## src/rtl/ppa_pkg.sv

```systemverilog
// Purpose: constants for the parallel port address, pin enable and buffer status block
// Assumes: 16-bit register port, byte offsets, four byte buffers each way
// Notes:   all offsets and field positions live here, with reset values for address, pin enable, irq mask, unread and sent

package ppa_pkg;

    // ----------------------------------------------------------------
    // register offsets
    // ----------------------------------------------------------------
    localparam logic [7:0] OFS_ADDRESS    = 8'h00;
    localparam logic [7:0] OFS_PIN_EN     = 8'h04;
    localparam logic [7:0] OFS_BUF_STATUS = 8'h08;
    localparam logic [7:0] OFS_IRQ_STATUS = 8'h0C;
    localparam logic [7:0] OFS_IRQ_MASK   = 8'h10;
    localparam logic [7:0] OFS_IN_BUF0    = 8'h20;
    localparam logic [7:0] OFS_OUT_BUF0   = 8'h30;

    // ----------------------------------------------------------------
    // field positions
    // ----------------------------------------------------------------
    localparam int BIT_CS2       = 15;
    localparam int BIT_CS1       = 14;
    localparam int ST_IN_FULL    = 15;
    localparam int ST_IN_OVF     = 14;
    localparam int ST_IN_LSB     = 8;
    localparam int ST_OUT_EMPTY  = 7;
    localparam int ST_OUT_UNF    = 6;
    localparam int ST_OUT_LSB    = 0;
    localparam int IRQ_IN_FULL   = 0;
    localparam int IRQ_OUT_EMPTY = 1;
    localparam int IRQ_OVF       = 2;
    localparam int IRQ_UNF       = 3;

    // ----------------------------------------------------------------
    // sizes and reset values
    // ----------------------------------------------------------------
    localparam int          NBUF          = 4;
    localparam int          REG_W         = 16;
    localparam logic [15:0] RST_ADDRESS   = 16'h0000;
    localparam logic [15:0] RST_PIN_EN    = 16'h0000;
    localparam logic [3:0]  RST_IRQ_MASK  = 4'h0;
    localparam logic [3:0]  RST_UNREAD    = 4'h0;
    localparam logic [3:0]  RST_SENT      = 4'hF;

endpackage

```

## src/rtl/ppa_top.sv

```systemverilog
// Purpose: parallel port address, pin enable, chip select and buffer status logic
// Assumes: register port strobes one cycle, read data one cycle later
// Notes:   mode, transfer and strobe timing come from outside as levels
`timescale 1ns/10ps
`default_nettype none

module ppa_top
    import ppa_pkg::*;
#(
    parameter int BUF_W = 8
) (
    // clock, reset, enable
    input  wire logic               core_clk,
    input  wire logic               nrst,
    input  wire logic               ce,
    // register port
    input  wire logic [7:0]         reg_addr,
    input  wire logic [ppa_pkg::REG_W-1:0] reg_wdata,
    input  wire logic               reg_wr,
    input  wire logic               reg_rd,
    output logic [ppa_pkg::REG_W-1:0] reg_rdata,
    // external buffer side
    input  wire logic [1:0]         ext_idx,
    input  wire logic               ext_wr,
    input  wire logic [BUF_W-1:0]   ext_wdata,
    input  wire logic               ext_rd,
    output logic [BUF_W-1:0]        ext_rdata,
    // mode and strobe levels
    input  wire logic               xfer_active,
    input  wire logic               cs_mode,
    input  wire logic               latch_mode,
    input  wire logic               latch_hi,
    input  wire logic               latch_lo,
    // general purpose I/O
    input  wire logic [15:0]        gpio_out,
    input  wire logic [15:0]        gpio_oe,
    // pads and selects
    output logic [15:0]             address_pad_out,
    output logic [15:0]             address_pad_oe,
    output logic                    chip_select_one,
    output logic                    chip_select_two,
    // interrupt
    output logic                    irq
);
    import ppa_pkg::*;

    // ----------------------------------------------------------------
    // state
    // ----------------------------------------------------------------
    logic [15:0]      port_address,      next_port_address;
    logic [15:0]      port_pin_enable,   next_port_pin_enable;
    logic [BUF_W-1:0] in_buf  [NBUF];
    logic [BUF_W-1:0] next_in_buf [NBUF];
    logic [BUF_W-1:0] out_buf [NBUF];
    logic [BUF_W-1:0] next_out_buf [NBUF];
    logic [3:0]       input_buffer_unread, next_input_buffer_unread;
    logic [3:0]       output_buffer_sent,  next_output_buffer_sent;
    logic             input_overflow_flag,   next_input_overflow_flag;
    logic             output_underflow_flag, next_output_underflow_flag;
    logic [3:0]       irq_status, next_irq_status;
    logic [3:0]       irq_mask,   next_irq_mask;
    logic [REG_W-1:0] next_reg_rdata;
    logic [BUF_W-1:0] next_ext_rdata;
    logic [REG_W-1:0] status_word;
    logic [3:0]       events;
    logic             sw_in_rd, sw_out_wr;
    logic [1:0]       sw_idx;

    // ----------------------------------------------------------------
    // decode and status word
    // ----------------------------------------------------------------
    assign sw_idx    = reg_addr[3:2];
    assign sw_in_rd  = reg_rd && reg_addr[7:4] == OFS_IN_BUF0[7:4] && reg_addr[1:0] == 2'h0;
    assign sw_out_wr = reg_wr && reg_addr[7:4] == OFS_OUT_BUF0[7:4] && reg_addr[1:0] == 2'h0;

    always_comb begin
        status_word = '0;
        // full only when all hold data
        status_word[ST_IN_FULL] = &input_buffer_unread;
        status_word[ST_IN_OVF]  = input_overflow_flag;
        status_word[ST_IN_LSB +: 4] = input_buffer_unread;
        status_word[ST_OUT_EMPTY] = &output_buffer_sent;
        status_word[ST_OUT_UNF]   = output_underflow_flag;
        status_word[ST_OUT_LSB +: 4] = output_buffer_sent;
    end

    // ----------------------------------------------------------------
    // next state
    // ----------------------------------------------------------------
    always_comb begin
        next_port_address          = port_address;
        next_port_pin_enable       = port_pin_enable;
        next_in_buf                = in_buf;
        next_out_buf               = out_buf;
        next_input_buffer_unread   = input_buffer_unread;
        next_output_buffer_sent    = output_buffer_sent;
        next_input_overflow_flag   = input_overflow_flag;
        next_output_underflow_flag = output_underflow_flag;
        next_irq_status            = irq_status;
        next_irq_mask              = irq_mask;
        next_reg_rdata             = '0;
        next_ext_rdata             = '0;
        events                     = '0;

        // software writes
        if (reg_wr) begin
            case (reg_addr)
                OFS_ADDRESS:  next_port_address = reg_wdata;
                OFS_PIN_EN:   next_port_pin_enable = reg_wdata;
                OFS_BUF_STATUS: begin
                    if (!reg_wdata[ST_IN_OVF]) begin
                        next_input_overflow_flag = 1'b0;
                    end
                    if (!reg_wdata[ST_OUT_UNF]) begin
                        next_output_underflow_flag = 1'b0;
                    end
                end
                OFS_IRQ_MASK: next_irq_mask = reg_wdata[3:0];
                default: ;
            endcase
        end

        // software reads
        if (reg_rd) begin
            case (reg_addr)
                OFS_ADDRESS:    next_reg_rdata = port_address;
                OFS_PIN_EN:     next_reg_rdata = port_pin_enable;
                OFS_BUF_STATUS: next_reg_rdata = status_word;
                OFS_IRQ_STATUS: begin
                    next_reg_rdata  = {{(REG_W-4){1'b0}}, irq_status};
                    next_irq_status = '0;
                end
                OFS_IRQ_MASK:   next_reg_rdata = {{(REG_W-4){1'b0}}, irq_mask};
                default:        next_reg_rdata = '0;
            endcase
        end
        if (sw_in_rd) begin
            next_reg_rdata = {{(REG_W-BUF_W){1'b0}}, in_buf[sw_idx]};
            next_input_buffer_unread[sw_idx] = 1'b0;
        end

        if (ext_wr) begin
            if (input_buffer_unread[ext_idx]) begin
                next_input_overflow_flag = 1'b1;
                events[IRQ_OVF]          = 1'b1;
            end else begin
                next_in_buf[ext_idx] = ext_wdata;
                // fill sets unread, wins over clear
                next_input_buffer_unread[ext_idx] = 1'b1;
            end
        end
        if (ext_rd) begin
            if (output_buffer_sent[ext_idx]) begin
                next_output_underflow_flag = 1'b1;
                events[IRQ_UNF]            = 1'b1;
            end else begin
                next_ext_rdata = out_buf[ext_idx];
                next_output_buffer_sent[ext_idx] = 1'b1;
            end
        end

        // late so new data is not marked sent by a same-cycle drain
        if (sw_out_wr) begin
            next_out_buf[sw_idx] = reg_wdata[BUF_W-1:0];
            next_output_buffer_sent[sw_idx] = 1'b0;
        end

        events[IRQ_IN_FULL]   = (&next_input_buffer_unread) && !(&input_buffer_unread);
        events[IRQ_OUT_EMPTY] = (&next_output_buffer_sent) && !(&output_buffer_sent);
        // set wins over read clear
        next_irq_status = next_irq_status | events;
    end

    // ----------------------------------------------------------------
    // registers
    // ----------------------------------------------------------------
    always_ff @(posedge core_clk) begin
        if (!nrst) begin
            port_address          <= RST_ADDRESS;
            port_pin_enable       <= RST_PIN_EN;
            for (int i = 0; i < NBUF; i++) begin
                in_buf[i]  <= '0;
                out_buf[i] <= '0;
            end
            input_buffer_unread   <= RST_UNREAD;
            output_buffer_sent    <= RST_SENT;
            input_overflow_flag   <= 1'b0;
            output_underflow_flag <= 1'b0;
            irq_status            <= '0;
            irq_mask              <= RST_IRQ_MASK;
            reg_rdata             <= '0;
            ext_rdata             <= '0;
        end else if (ce) begin
            port_address          <= next_port_address;
            port_pin_enable       <= next_port_pin_enable;
            in_buf                <= next_in_buf;
            out_buf               <= next_out_buf;
            input_buffer_unread   <= next_input_buffer_unread;
            output_buffer_sent    <= next_output_buffer_sent;
            input_overflow_flag   <= next_input_overflow_flag;
            output_underflow_flag <= next_output_underflow_flag;
            irq_status            <= next_irq_status;
            irq_mask              <= next_irq_mask;
            reg_rdata             <= next_reg_rdata;
            ext_rdata             <= next_ext_rdata;
        end
    end

    // ----------------------------------------------------------------
    // outputs
    // ----------------------------------------------------------------
    // chip select one from bit 14
    assign chip_select_one = port_address[BIT_CS1];
    // chip select two from bit 15
    assign chip_select_two = port_address[BIT_CS2];
    assign irq             = |(irq_status & irq_mask);

    ppa_pad_mux u_pad_mux (
        .pin_en      (port_pin_enable),
        .addr        (port_address),
        .xfer_active (xfer_active),
        .cs_mode     (cs_mode),
        .latch_mode  (latch_mode),
        .latch_hi    (latch_hi),
        .latch_lo    (latch_lo),
        .gpio_out    (gpio_out),
        .gpio_oe     (gpio_oe),
        .pad_out     (address_pad_out),
        .pad_oe      (address_pad_oe)
    );
endmodule // ppa_top

`default_nettype wire

```

## src/rtl/ppa_pad_mux.sv

```systemverilog
// Purpose: per-pad choice between port function and general purpose I/O
// Assumes: pad enables and address come from registers of the parent, mode and strobe levels from its inputs
// Notes:   one generate loop, one pad per iteration
`timescale 1ns/10ps
`default_nettype none

module ppa_pad_mux (
    // port function sources
    input  wire logic [15:0] pin_en,
    input  wire logic [15:0] addr,
    input  wire logic        xfer_active,
    input  wire logic        cs_mode,
    input  wire logic        latch_mode,
    input  wire logic        latch_hi,
    input  wire logic        latch_lo,
    // general purpose I/O
    input  wire logic [15:0] gpio_out,
    input  wire logic [15:0] gpio_oe,
    // pads
    output logic      [15:0] pad_out,
    output logic      [15:0] pad_oe
);

    // ----------------------------------------------------------------
    // pad selection
    // ----------------------------------------------------------------
    for (genvar i = 0; i < 16; i++) begin : g_pad
        logic fn_val;
        if (i >= 14) begin : g_cs
            assign fn_val = cs_mode ? (addr[i] & xfer_active) : addr[i];
        end else if (i == 1) begin : g_lh
            assign fn_val = latch_mode ? latch_hi : addr[i];
        end else if (i == 0) begin : g_ll
            assign fn_val = latch_mode ? latch_lo : addr[i];
        end else begin : g_ad
            assign fn_val = addr[i];
        end
        assign pad_out[i] = pin_en[i] ? fn_val : gpio_out[i];
        assign pad_oe[i]  = pin_en[i] ? 1'b1 : gpio_oe[i];
    end

endmodule // ppa_pad_mux

`default_nettype wire

```

## config.mk

```make
export PLATFORM = sky130hd
export DESIGN_NAME = ppa_top
export DESIGN_NICKNAME = d
export VERILOG_FILES = /design/src/rtl/ppa_pkg.sv /design/src/rtl/ppa_top.sv /design/src/rtl/ppa_pad_mux.sv
export SDC_FILE = /design/constraint.sdc
export NUM_CORES = 1
export LEC_CHECK = 0
export ABC_AREA = 1
export BUFFER_PORTS_ARGS = -buffer_cell sky130_fd_sc_hd__buf_4
export CAP_MARGIN = 20
export CORE_MARGIN = 1.5
export CORE_UTILIZATION = 30
export DETAILED_ROUTE_END_ITERATION = 12
export SYNTH_ARGS = -nofsm -noshare
export SYNTH_HDL_FRONTEND = slang
export SYNTH_SLANG_ARGS = --single-unit
```

## constraint.sdc

```tcl
create_clock -name core_clk -period 1.78 [get_ports core_clk]
set_input_delay 0.445 -clock core_clk [delete_from_list [all_inputs] [get_ports core_clk]]
set_output_delay 0.445 -clock core_clk [all_outputs]
set_load 0.005 [all_outputs]
```

# Word-level counts from Yosys, hierarchy flattened
# Cells that the tools add are included.
# totals
reg_bits	138
elab_cells	151
# classes
n_lt_le_gt_ge	8
eq_ne	6
mux	83
bitwise	12
reduce_logical	24
# op_table
cell	count
one-hot mux 16 bit (5 select lines)	1
bitwise mux 32 bit	2
2-to-1 mux 8 bit	8
2-to-1 mux 1 bit	54
binary-select mux 8 bit (select 2 bit)	2
demux 8 bit (select 2 bit)	2
2-to-1 mux 16 bit	2
2-to-1 mux 4 bit	8
equality test 8 x 4 -> 1 bit (second input constant)	2
AND reduction 4 bit	4
bitwise AND 4 bit	3
bitwise OR 4 bit	3
AND reduction 3 bit	4
logical AND 1 bit	10
equality test 4 x 2 -> 1 bit (second input constant)	2
equality test 8 x 3 -> 1 bit (second input constant)	1
equality test 8 x 5 -> 1 bit (second input constant)	1
zero test 8 bit	1
>= comparator 3 bit (second input constant)	2
< comparator 2 x 3 -> 1 bit (second input constant)	2
< comparator 3 x 1 -> 1 bit (second input constant)	2
inverter 2 -> 3 bit	2
binary-select mux 1 bit (select 2 bit)	2
demux 1 bit (select 2 bit)	2
other kinds (8)	11

# Depth between registers and ports, before layout
# Gate-level depths: netlist of the first run.
# depth
word_depth	13
mapped_depth	11
depth_no_buf	10

# By module
# Synthesis of the first run repeated with hierarchy kept, for this count alone.
# unflattened
cells_unflattened	907
hier_area_um2	6527.5
# by_module_without_submodules
mod	n_inst	cells_each	area_each_um2	seq_area_each_um2
ppa_top	1	828	6170.9	2762.6
ppa_pad_mux	1	79	356.6	0.0

# Least setup slack after synthesis of the first run
# Ideal clock, no wire load.
# synth_path
kind	input -> register
from	input ext_idx[0]
to	register in_buf[15] (netlist name)
setup_time_ns	0.116
t_arrival_ns	1.495
required_ns	1.664
path_slack_ns	0.169
path_stages	9
n_path_buf	2
cell_sequence	buf_6 inv_2 nand2_1 nand2_2 mux2i_4 nand4_4 buf_6 o21ai_2 a21oi_1
# synth_between
elab_chain_cells	6
word_cells_on_any_way	11
# synth_lines
element	line_no	source
start, declared	ppa_top.sv:23	input wire logic [1:0] ext_idx,
inverter 2 -> 3 bit (implied by the code)	ppa_top.sv:147	next_in_buf[ext_idx] = ext_wdata;
>= comparator 3 bit (implied by the code) / < comparator 3 x 1 -> 1 bit (equally long branches)	ppa_top.sv:147	
logical AND 1 bit (implied by the code)	ppa_top.sv:147	
2-to-1 mux 8 bit (implied by the code)	ppa_top.sv:147	
demux 8 bit (select 2 bit)	ppa_top.sv:147	
bitwise mux 32 bit	ppa_top.sv:147	
end signal, assigned	ppa_top.sv:196	in_buf <= next_in_buf;
end, declared	ppa_top.sv:52	logic [BUF_W-1:0] in_buf [NBUF];
# Parallel ways exist; a longest one is shown, timed or not. The select of a mux whose other input is x is not followed.
# A chain may end at the register's enable or synchronous reset.

# Worst setup path in the final report of the first run
# layout_path
from	register irq_mask[2]
to	output irq
# layout_between
elab_chain_cells	2
# layout_lines
element	line_no	source
start, declared	ppa_top.sv:61	logic [3:0] irq_mask, next_irq_mask;
start signal, assigned	ppa_top.sv:203	irq_mask <= next_irq_mask;
bitwise AND 4 bit	ppa_top.sv:216	assign irq = |(irq_status & irq_mask);
OR reduction 4 bit	ppa_top.sv:216	
end, declared	ppa_top.sv:43	output logic irq
# No other way between the ends.

==> summary.md, run 1 <==
| Metric | Value |
|---|---|
| Status | `complete, no violations` |
| Max-cap violations | `0` |
| DP Wirelength | `15.4 mm` |
| Hold Buf Count CTS | `0` |
| Vias | `6554` |
| Post-Place Cells | `1340` |
| Total GRT Usage | `18.6%` |
| Leading area contributor after synthesis | `dfxtp_1` |
| Worst Setup SP | `irq_mask[2]` |
| Final Instance Count excl. Fillers | `1372` |
| CP max FO | `3` |
| Drt initial violations | `372` |
| Number of global-route vias before repair | `6239` |
| Worst skew pair latency | `0.43 ns` |
| Postcts setup bufs | `0` |
| Grt ovf | `0` |
| First-pass detailed-route iteration total | `5` |
| I/O Buffers | `136` |
| Worst Hold Endpoint | `port_address[11]` |
| Root buf cell | `clkbuf_16` |
| CTS tree | `yes` |
| CTS Buffer Depth | `2` |
| R2r startpoint | `input_buffer_unread[1]` |
| Clk sink count | `138` |
| R2r worst-path depth | `7` |
| Psw | `1.81 mW` |
| Placeable Area | `21100 um2` |
| Finished Core Util | `41.5%` |
| Max-slew violations | `0` |
| I/O Pins | `137` |
| Leakage power | `3.61 nW` |
| P_int | `5.80 mW` |
| Fin nets | `1162` |
| Vias/cell | `4.78` |
| Fillcell total | `2205` |
| Clock power frac | `49.3%` |
| H-tree Lvls | `4` |
| VDD IR max | `0.738 mV` |
| Placer Congestion | `0.870` |
| Placement row count | `53` |
| PwrDens | `869 nW/um2` |
| Final Hold Fails | `0` |
| Antenna diodes | `0` |
| # setup viols final | `0` |
| Netlist cell types | `32` |
| Minimum clock period | `1.67 ns` |
| Die height | `150 um` |
| Flop pwr share | `41.4%` |
| Syn Inst Count | `903` |
| Clock transition at path regs | `0.06 ns` |
| Worst Clk Skew | `0.00806 ns` |
| Hold path depth | `3` |
| Area delta synth->final | `35.8%` |
| Register area share after synthesis | `42.8%` |
| Routed WL per cell | `14.9 um` |
| Post-cts gate resize count | `0` |
| RSZ-0062 raised after global routing | `no` |
| Share of cells above drive strength 1 | `25.5%` |
| Post-synth net total | `981` |
| Die area | `22400 um2` |
| Post-synth top area share | `42.8%` |
| Worst slew pin tran | `0.491 ns` |
| Flop-to-flop setup slack | `0.21 ns` |
| Starting density of the core | `30.6%` |
| Die Wd | `150 um` |
| CTS Buf Count | `17` |
| Most common library cell in the layout ignoring fill and taps | `buf_4` |
| Slew headroom | `67.2%` |
| Syn Area/Cell | `7.15 um2` |
| Synthesized flop and latch total | `138` |
| Worst Hold Class | `in2reg` |
| Period utilisation layout | `93.7%` |
| Critical path required time | `1.33 ns` |
| Initial antenna violation count | `0` |
| Antenna Nets Post-Route | `0` |
| # DRC | `0` |
| Ys Warns | `0` |
| Crit path arrival time | `1.22 ns` |
| Critical path class | `reg2out` |
| Switch share | `23.8%` |
| Synthesized area | `6450 um2` |
| Drt total wl | `20.4 mm` |
| Hold Startpoint | `reg_wdata[11]` |
| CP endpoint kind | `output pin` |
| Largest net degree at the start of global routing | `33` |
| Critical Path Start Type | `flip-flop` |
| First-pass GRT wire length | `32.0 mm` |
| RR Endpoint | `in_buf[5]` |
| Fmax | `600 MHz` |
| Comb pwr share | `9.3%` |
| Most frequent cells in the layout | `199 x buf_4, 156 x nand2_1, 138 x dfxtp_1` |
| Main area contributors after synthesis | `dfxtp_1 43%, a21oi_1 11%, o21ai_0 10%` |
==> state kept, by name, summed over array words and instances (netlist names) <==
| register | count |
|---|---|
| port_pin_enable | 16 |
| ext_rdata | 8 |
| input_overflow_flag | 1 |
| reg_rdata | 16 |
| irq_status | 4 |
| input_buffer_unread | 4 |
| output_buffer_sent | 4 |
| in_buf | 32 |
| output_underflow_flag | 1 |
| out_buf | 32 |
| port_address | 16 |
| irq_mask | 4 |
==> worst max-delay path, cell delays in order, from the launching register on <==
cell	delay, ns
dfxtp_1	0.33
nand2_1	0.06
nand4_1	0.20
buf_4	0.21
==> metal layers <==
| layer | vias up | part of all wire [%] | GRT usage (%) |
|---|---|---|---|
| li1 | 3377 | - | - |
| met1 | 2987 | 45 | 23.6 |
| met2 | 162 | 47 | 31.2 |
| met3 | 28 | 5.7 | 4.09 |
| met4 | 0 | 1.8 | 5.78 |
| met5 | - | 0 | 0 |
==> kinds of logic after synthesis <==
kind of cell | after synthesis | synth area share, %
mux | 1 | 0.349
compound gates | 323 | 26.8
simple gates | 273 | 19.2
flops | 138 | 42.8
buf+inv | 168 | 10.9
==> cells in the mapped netlist <==
| master | n |
|---|---|
| clkinv_1 | 2 |
| buf_4 | 3 |
| clkbuf_2 | 1 |
| clkbuf_1 | 18 |
| nor2_4 | 4 |
| o221a_2 | 1 |
| nand4_1 | 4 |
| o22ai_2 | 1 |
| a21boi_0 | 1 |
| o211ai_1 | 17 |
| inv_2 | 5 |
| buf_2 | 12 |
| or2_2 | 18 |
| nand2_2 | 7 |
| o22ai_1 | 24 |
| nor3_2 | 1 |
| nor2_1 | 47 |
| nor3_1 | 1 |
| o21ai_2 | 1 |
| nand3_4 | 3 |
| nand4_4 | 1 |
| o2111ai_1 | 5 |
| dfxtp_1 | 138 |
| o21ai_1 | 4 |
| a21oi_1 | 136 |
| inv_1 | 121 |
| buf_6 | 6 |
| mux2i_4 | 1 |
| nor2_2 | 4 |
| nand2_1 | 156 |
| nand3_1 | 27 |
| o21ai_0 | 133 |
==> power by group through the flow <==
stage          clock, mW  combinational, mW  sequential [mW]
5_1_grt             3.94              0.777             3.15
3_3_place_gp           0              0.700             3.22
2_1_floorplan          0              0.305             3.21
4_1_cts             3.82              0.707             3.15
6_report            3.75              0.706             3.15
3_5_place_dp           0              0.704             3.22
==> stage by stage <==
stage	area (um2)	hold slack (ns)	setup TNS (ns)	power (mW)	setup WS [ns]
floorplan	6450	0.422	0	3.52	0.169
global placement	8130	0.431	-0.379	3.92	-0.0943
detailed placement	8130	0.434	-0.807	3.92	-0.0686
CTS	8760	0.235	0	7.68	0.0867
global route	8760	0.255	0	7.87	0.00575
finish	8760	0.250	0	7.61	0.112
==> cell type report <==
| cell class | instances | area [um2] | area share [%] |
|---|---|---|---|
| clock inverter | 11 | 161 | 1.84 |
| clock buffer | 21 | 470 | 5.37 |
| sequential | 138 | 2760 | 31.5 |
| inverter | 128 | 480 | 5.48 |
| multi-input combinational | 597 | 2990 | 34.1 |
| timing repair buffer | 202 | 1550 | 17.7 |
| tap | 275 | 344 | 3.93 |
==> how the worst max path moves through the flow <==
stage	slack, ns	endpoint	cells past startpoint
after CTS	0.09	address_pad_out[1]	3
after detailed placement	-0.07	reg_rdata[7]	10
after floorplan	0.17	in_buf[15]	9
after global routing	0.006	address_pad_out[0]	3
final	0.11	irq	3
after global placement	-0.09	reg_rdata[5]	10
No activity file was read; power rests on OpenSTA's default activity.
==> run 2: changes to the inputs <==
--- a/config.mk
+++ b/config.mk
@@ -6,7 +6,7 @@
 export NUM_CORES = 1
 export LEC_CHECK = 0
 export ABC_AREA = 1
-export BUFFER_PORTS_ARGS = -buffer_cell sky130_fd_sc_hd__buf_4
+export BUFFER_PORTS_ARGS = -buffer_cell sky130_fd_sc_hd__clkbuf_2
 export CAP_MARGIN = 20
 export CORE_MARGIN = 1.5
 export CORE_UTILIZATION = 30
==> run 2 against run 1 <==
Against the previous run:
- maximum frequency fell by 2.1%
- combinational power is 8.6% lower
- sequential power hardly changed
- hold slack better by 0.0035 ns
- critical endpoint is now address_pad_out[1]
==> summary.md, run 2 (same netlist as run 1, synthesis figures left out) <==
| Metric | Value |
|---|---|
| Status | `complete, no violations` |
| Clock transition at path regs | `0.06 ns` |
| Root buf cell | `clkbuf_16` |
| Max-slew violations | `0` |
| Worst slew pin tran | `0.503 ns` |
| Fmax | `587 MHz` |
| Worst Clk Skew | `0.00818 ns` |
| Critical path required time | `1.33 ns` |
| Crit-path leading delay family | `flip-flops` |
| Drt initial violations | `498` |
| Final Hold Fails | `0` |
| Initial antenna violation count | `0` |
| Largest stage delay on the critical path | `0.41 ns` |
| Crit path arrival time | `1.26 ns` |
| Share of cells above drive strength 1 | `25.8%` |
| Most frequent cells in the layout | `156 x nand2_1, 138 x dfxtp_1, 136 x a21oi_1, 136 x clkbuf_2, 133 x o21ai_0` |
| PwrDens | `871 nW/um2` |
| Drt total wl | `20.2 mm` |
| Max-cap violations | `0` |
| Critical path class | `reg2out` |
| DP Wirelength | `15.5 mm` |
| CP max stage cell | `dfxtp_1` |
| CP endpoint kind | `output pin` |
| Placer Congestion | `0.901` |
| Crit path cell chain | `o21ai_0 > o21ai_0 > clkbuf_2` |
| Area delta synth->final | `30.4%` |
| Clk sink count | `138` |
| Buffers and inverters on the worst path | `1` |
| Fin nets | `1164` |
| VDD IR max | `0.670 mV` |
| Antenna Nets Post-Route | `0` |
| Worst Hold Class | `in2reg` |
| Grt ovf | `0` |
| RSZ-0062 raised after global routing | `no` |
| Total GRT Usage | `18.5%` |
| CTS tree | `yes` |
| CP max FO | `4` |
| Critical Path Start Type | `flip-flop` |
| Placement row count | `53` |
| Hold path depth | `3` |
| I/O Pins | `137` |
| Worst skew pair latency | `0.43 ns` |
| Post-Place Cells | `1342` |
| Most numerous cell on the critical path | `o21ai_0` |
| Largest net degree at the start of global routing | `48` |
| Post-cts gate resize count | `0` |
| Die area | `22400 um2` |
| Antenna diodes | `0` |
| Minimum clock period | `1.70 ns` |
| Number of global-route vias before repair | `6112` |
| Vias/cell | `4.71` |
| CTS Buffer Depth | `2` |
| First-pass GRT wire length | `31.9 mm` |
| # setup viols final | `0` |
| Die Wd | `150 um` |
| First-pass detailed-route iteration total | `5` |
| Final Instance Count excl. Fillers | `1374` |
| Vias | `6465` |
| CP Depth | `3` |
| # DRC | `0` |
| Most common library cell in the layout ignoring fill and taps | `nand2_1` |
| Routed WL per cell | `14.7 um` |
| H-tree Lvls | `4` |
| Placeable Area | `21100 um2` |
| Leakage power | `3.51 nW` |
| Postcts setup bufs | `0` |
| Slew headroom | `66.4%` |
| I/O Buffers | `136` |
| R2r worst-path depth | `7` |
| CTS Buf Count | `17` |
| Largest regs | `in_buf (32), out_buf (32)` |
| Die height | `150 um` |
| Hold Buf Count CTS | `0` |
| Starting density of the core | `30.6%` |
| Period utilisation layout | `95.8%` |
| Hold_ws | `0.253 ns` |
-- run 2: cell count changes in the layout (fill, tap and decap cells not counted), sizes merged --
cell,before,now
inv,128,134
clkinvlp,1,2
clkbuf,21,153
bufinv,3,1
buf,202,68
clkinv,7,6
-- run 2: power by group --
| group | switching (mW) | leakage, nW | internal, mW |
|---|---|---|---|
| combinational | 0.377 | 2.11 | 0.268 |
| clock | 1.56 | 0.282 | 1.98 |
| sequential | 0.0206 | 1.12 | 3.13 |
-- run 2: cell type report --
cell class,instances,area [um2]
sequential,138,2760
inverter,128,480
fill,2250,12700
clock inverter,15,159
multi-input combinational,597,2990
tap,275,344
clock buffer,17,425
timing repair buffer,204,1250
-- run 2: worst min-delay path: cells and delay by family --
family	cells	cell delay, ns
buf+inv	1	0.09
simple gates	2	0.12
-- run 2: final timing paths --
kind	start	to	slack (ns)
max	port_pin_enable[1]	address_pad_out[1]	0.08
min	reg_wdata[10]	port_address[10]	0.25
max reg2reg	input_buffer_unread[3]	in_buf[28]	0.29
min reg2reg	in_buf[21]	in_buf[21]	0.44
-- run 2: per-stage QoR --
stage          setup slack, ns  area, um2  power (mW)  setup TNS (ns)  util (%)
4_1_cts                 0.0471       8410        7.37               0      39.9
6_report                0.0756       8410        7.33               0      39.9
3_5_place_dp           -0.0455       7830        3.86          -0.752      37.1
3_3_place_gp           -0.0380       7830        3.86          -0.103      37.1
2_1_floorplan            0.169       6450        3.52               0         -
5_1_grt                0.00239       8410        7.57               0      39.9
-- run 2: per-layer routing --
metal	GRT usage [%]	vias to the layer above	wire [um]	share of wire (%)
li1	-	3373	-	-
met1	23.9	2913	9420	47
met2	30.1	152	9310	46
met3	4.30	27	1160	5.7
met4	6.18	0	304	1.5
met5	0	-	0	0
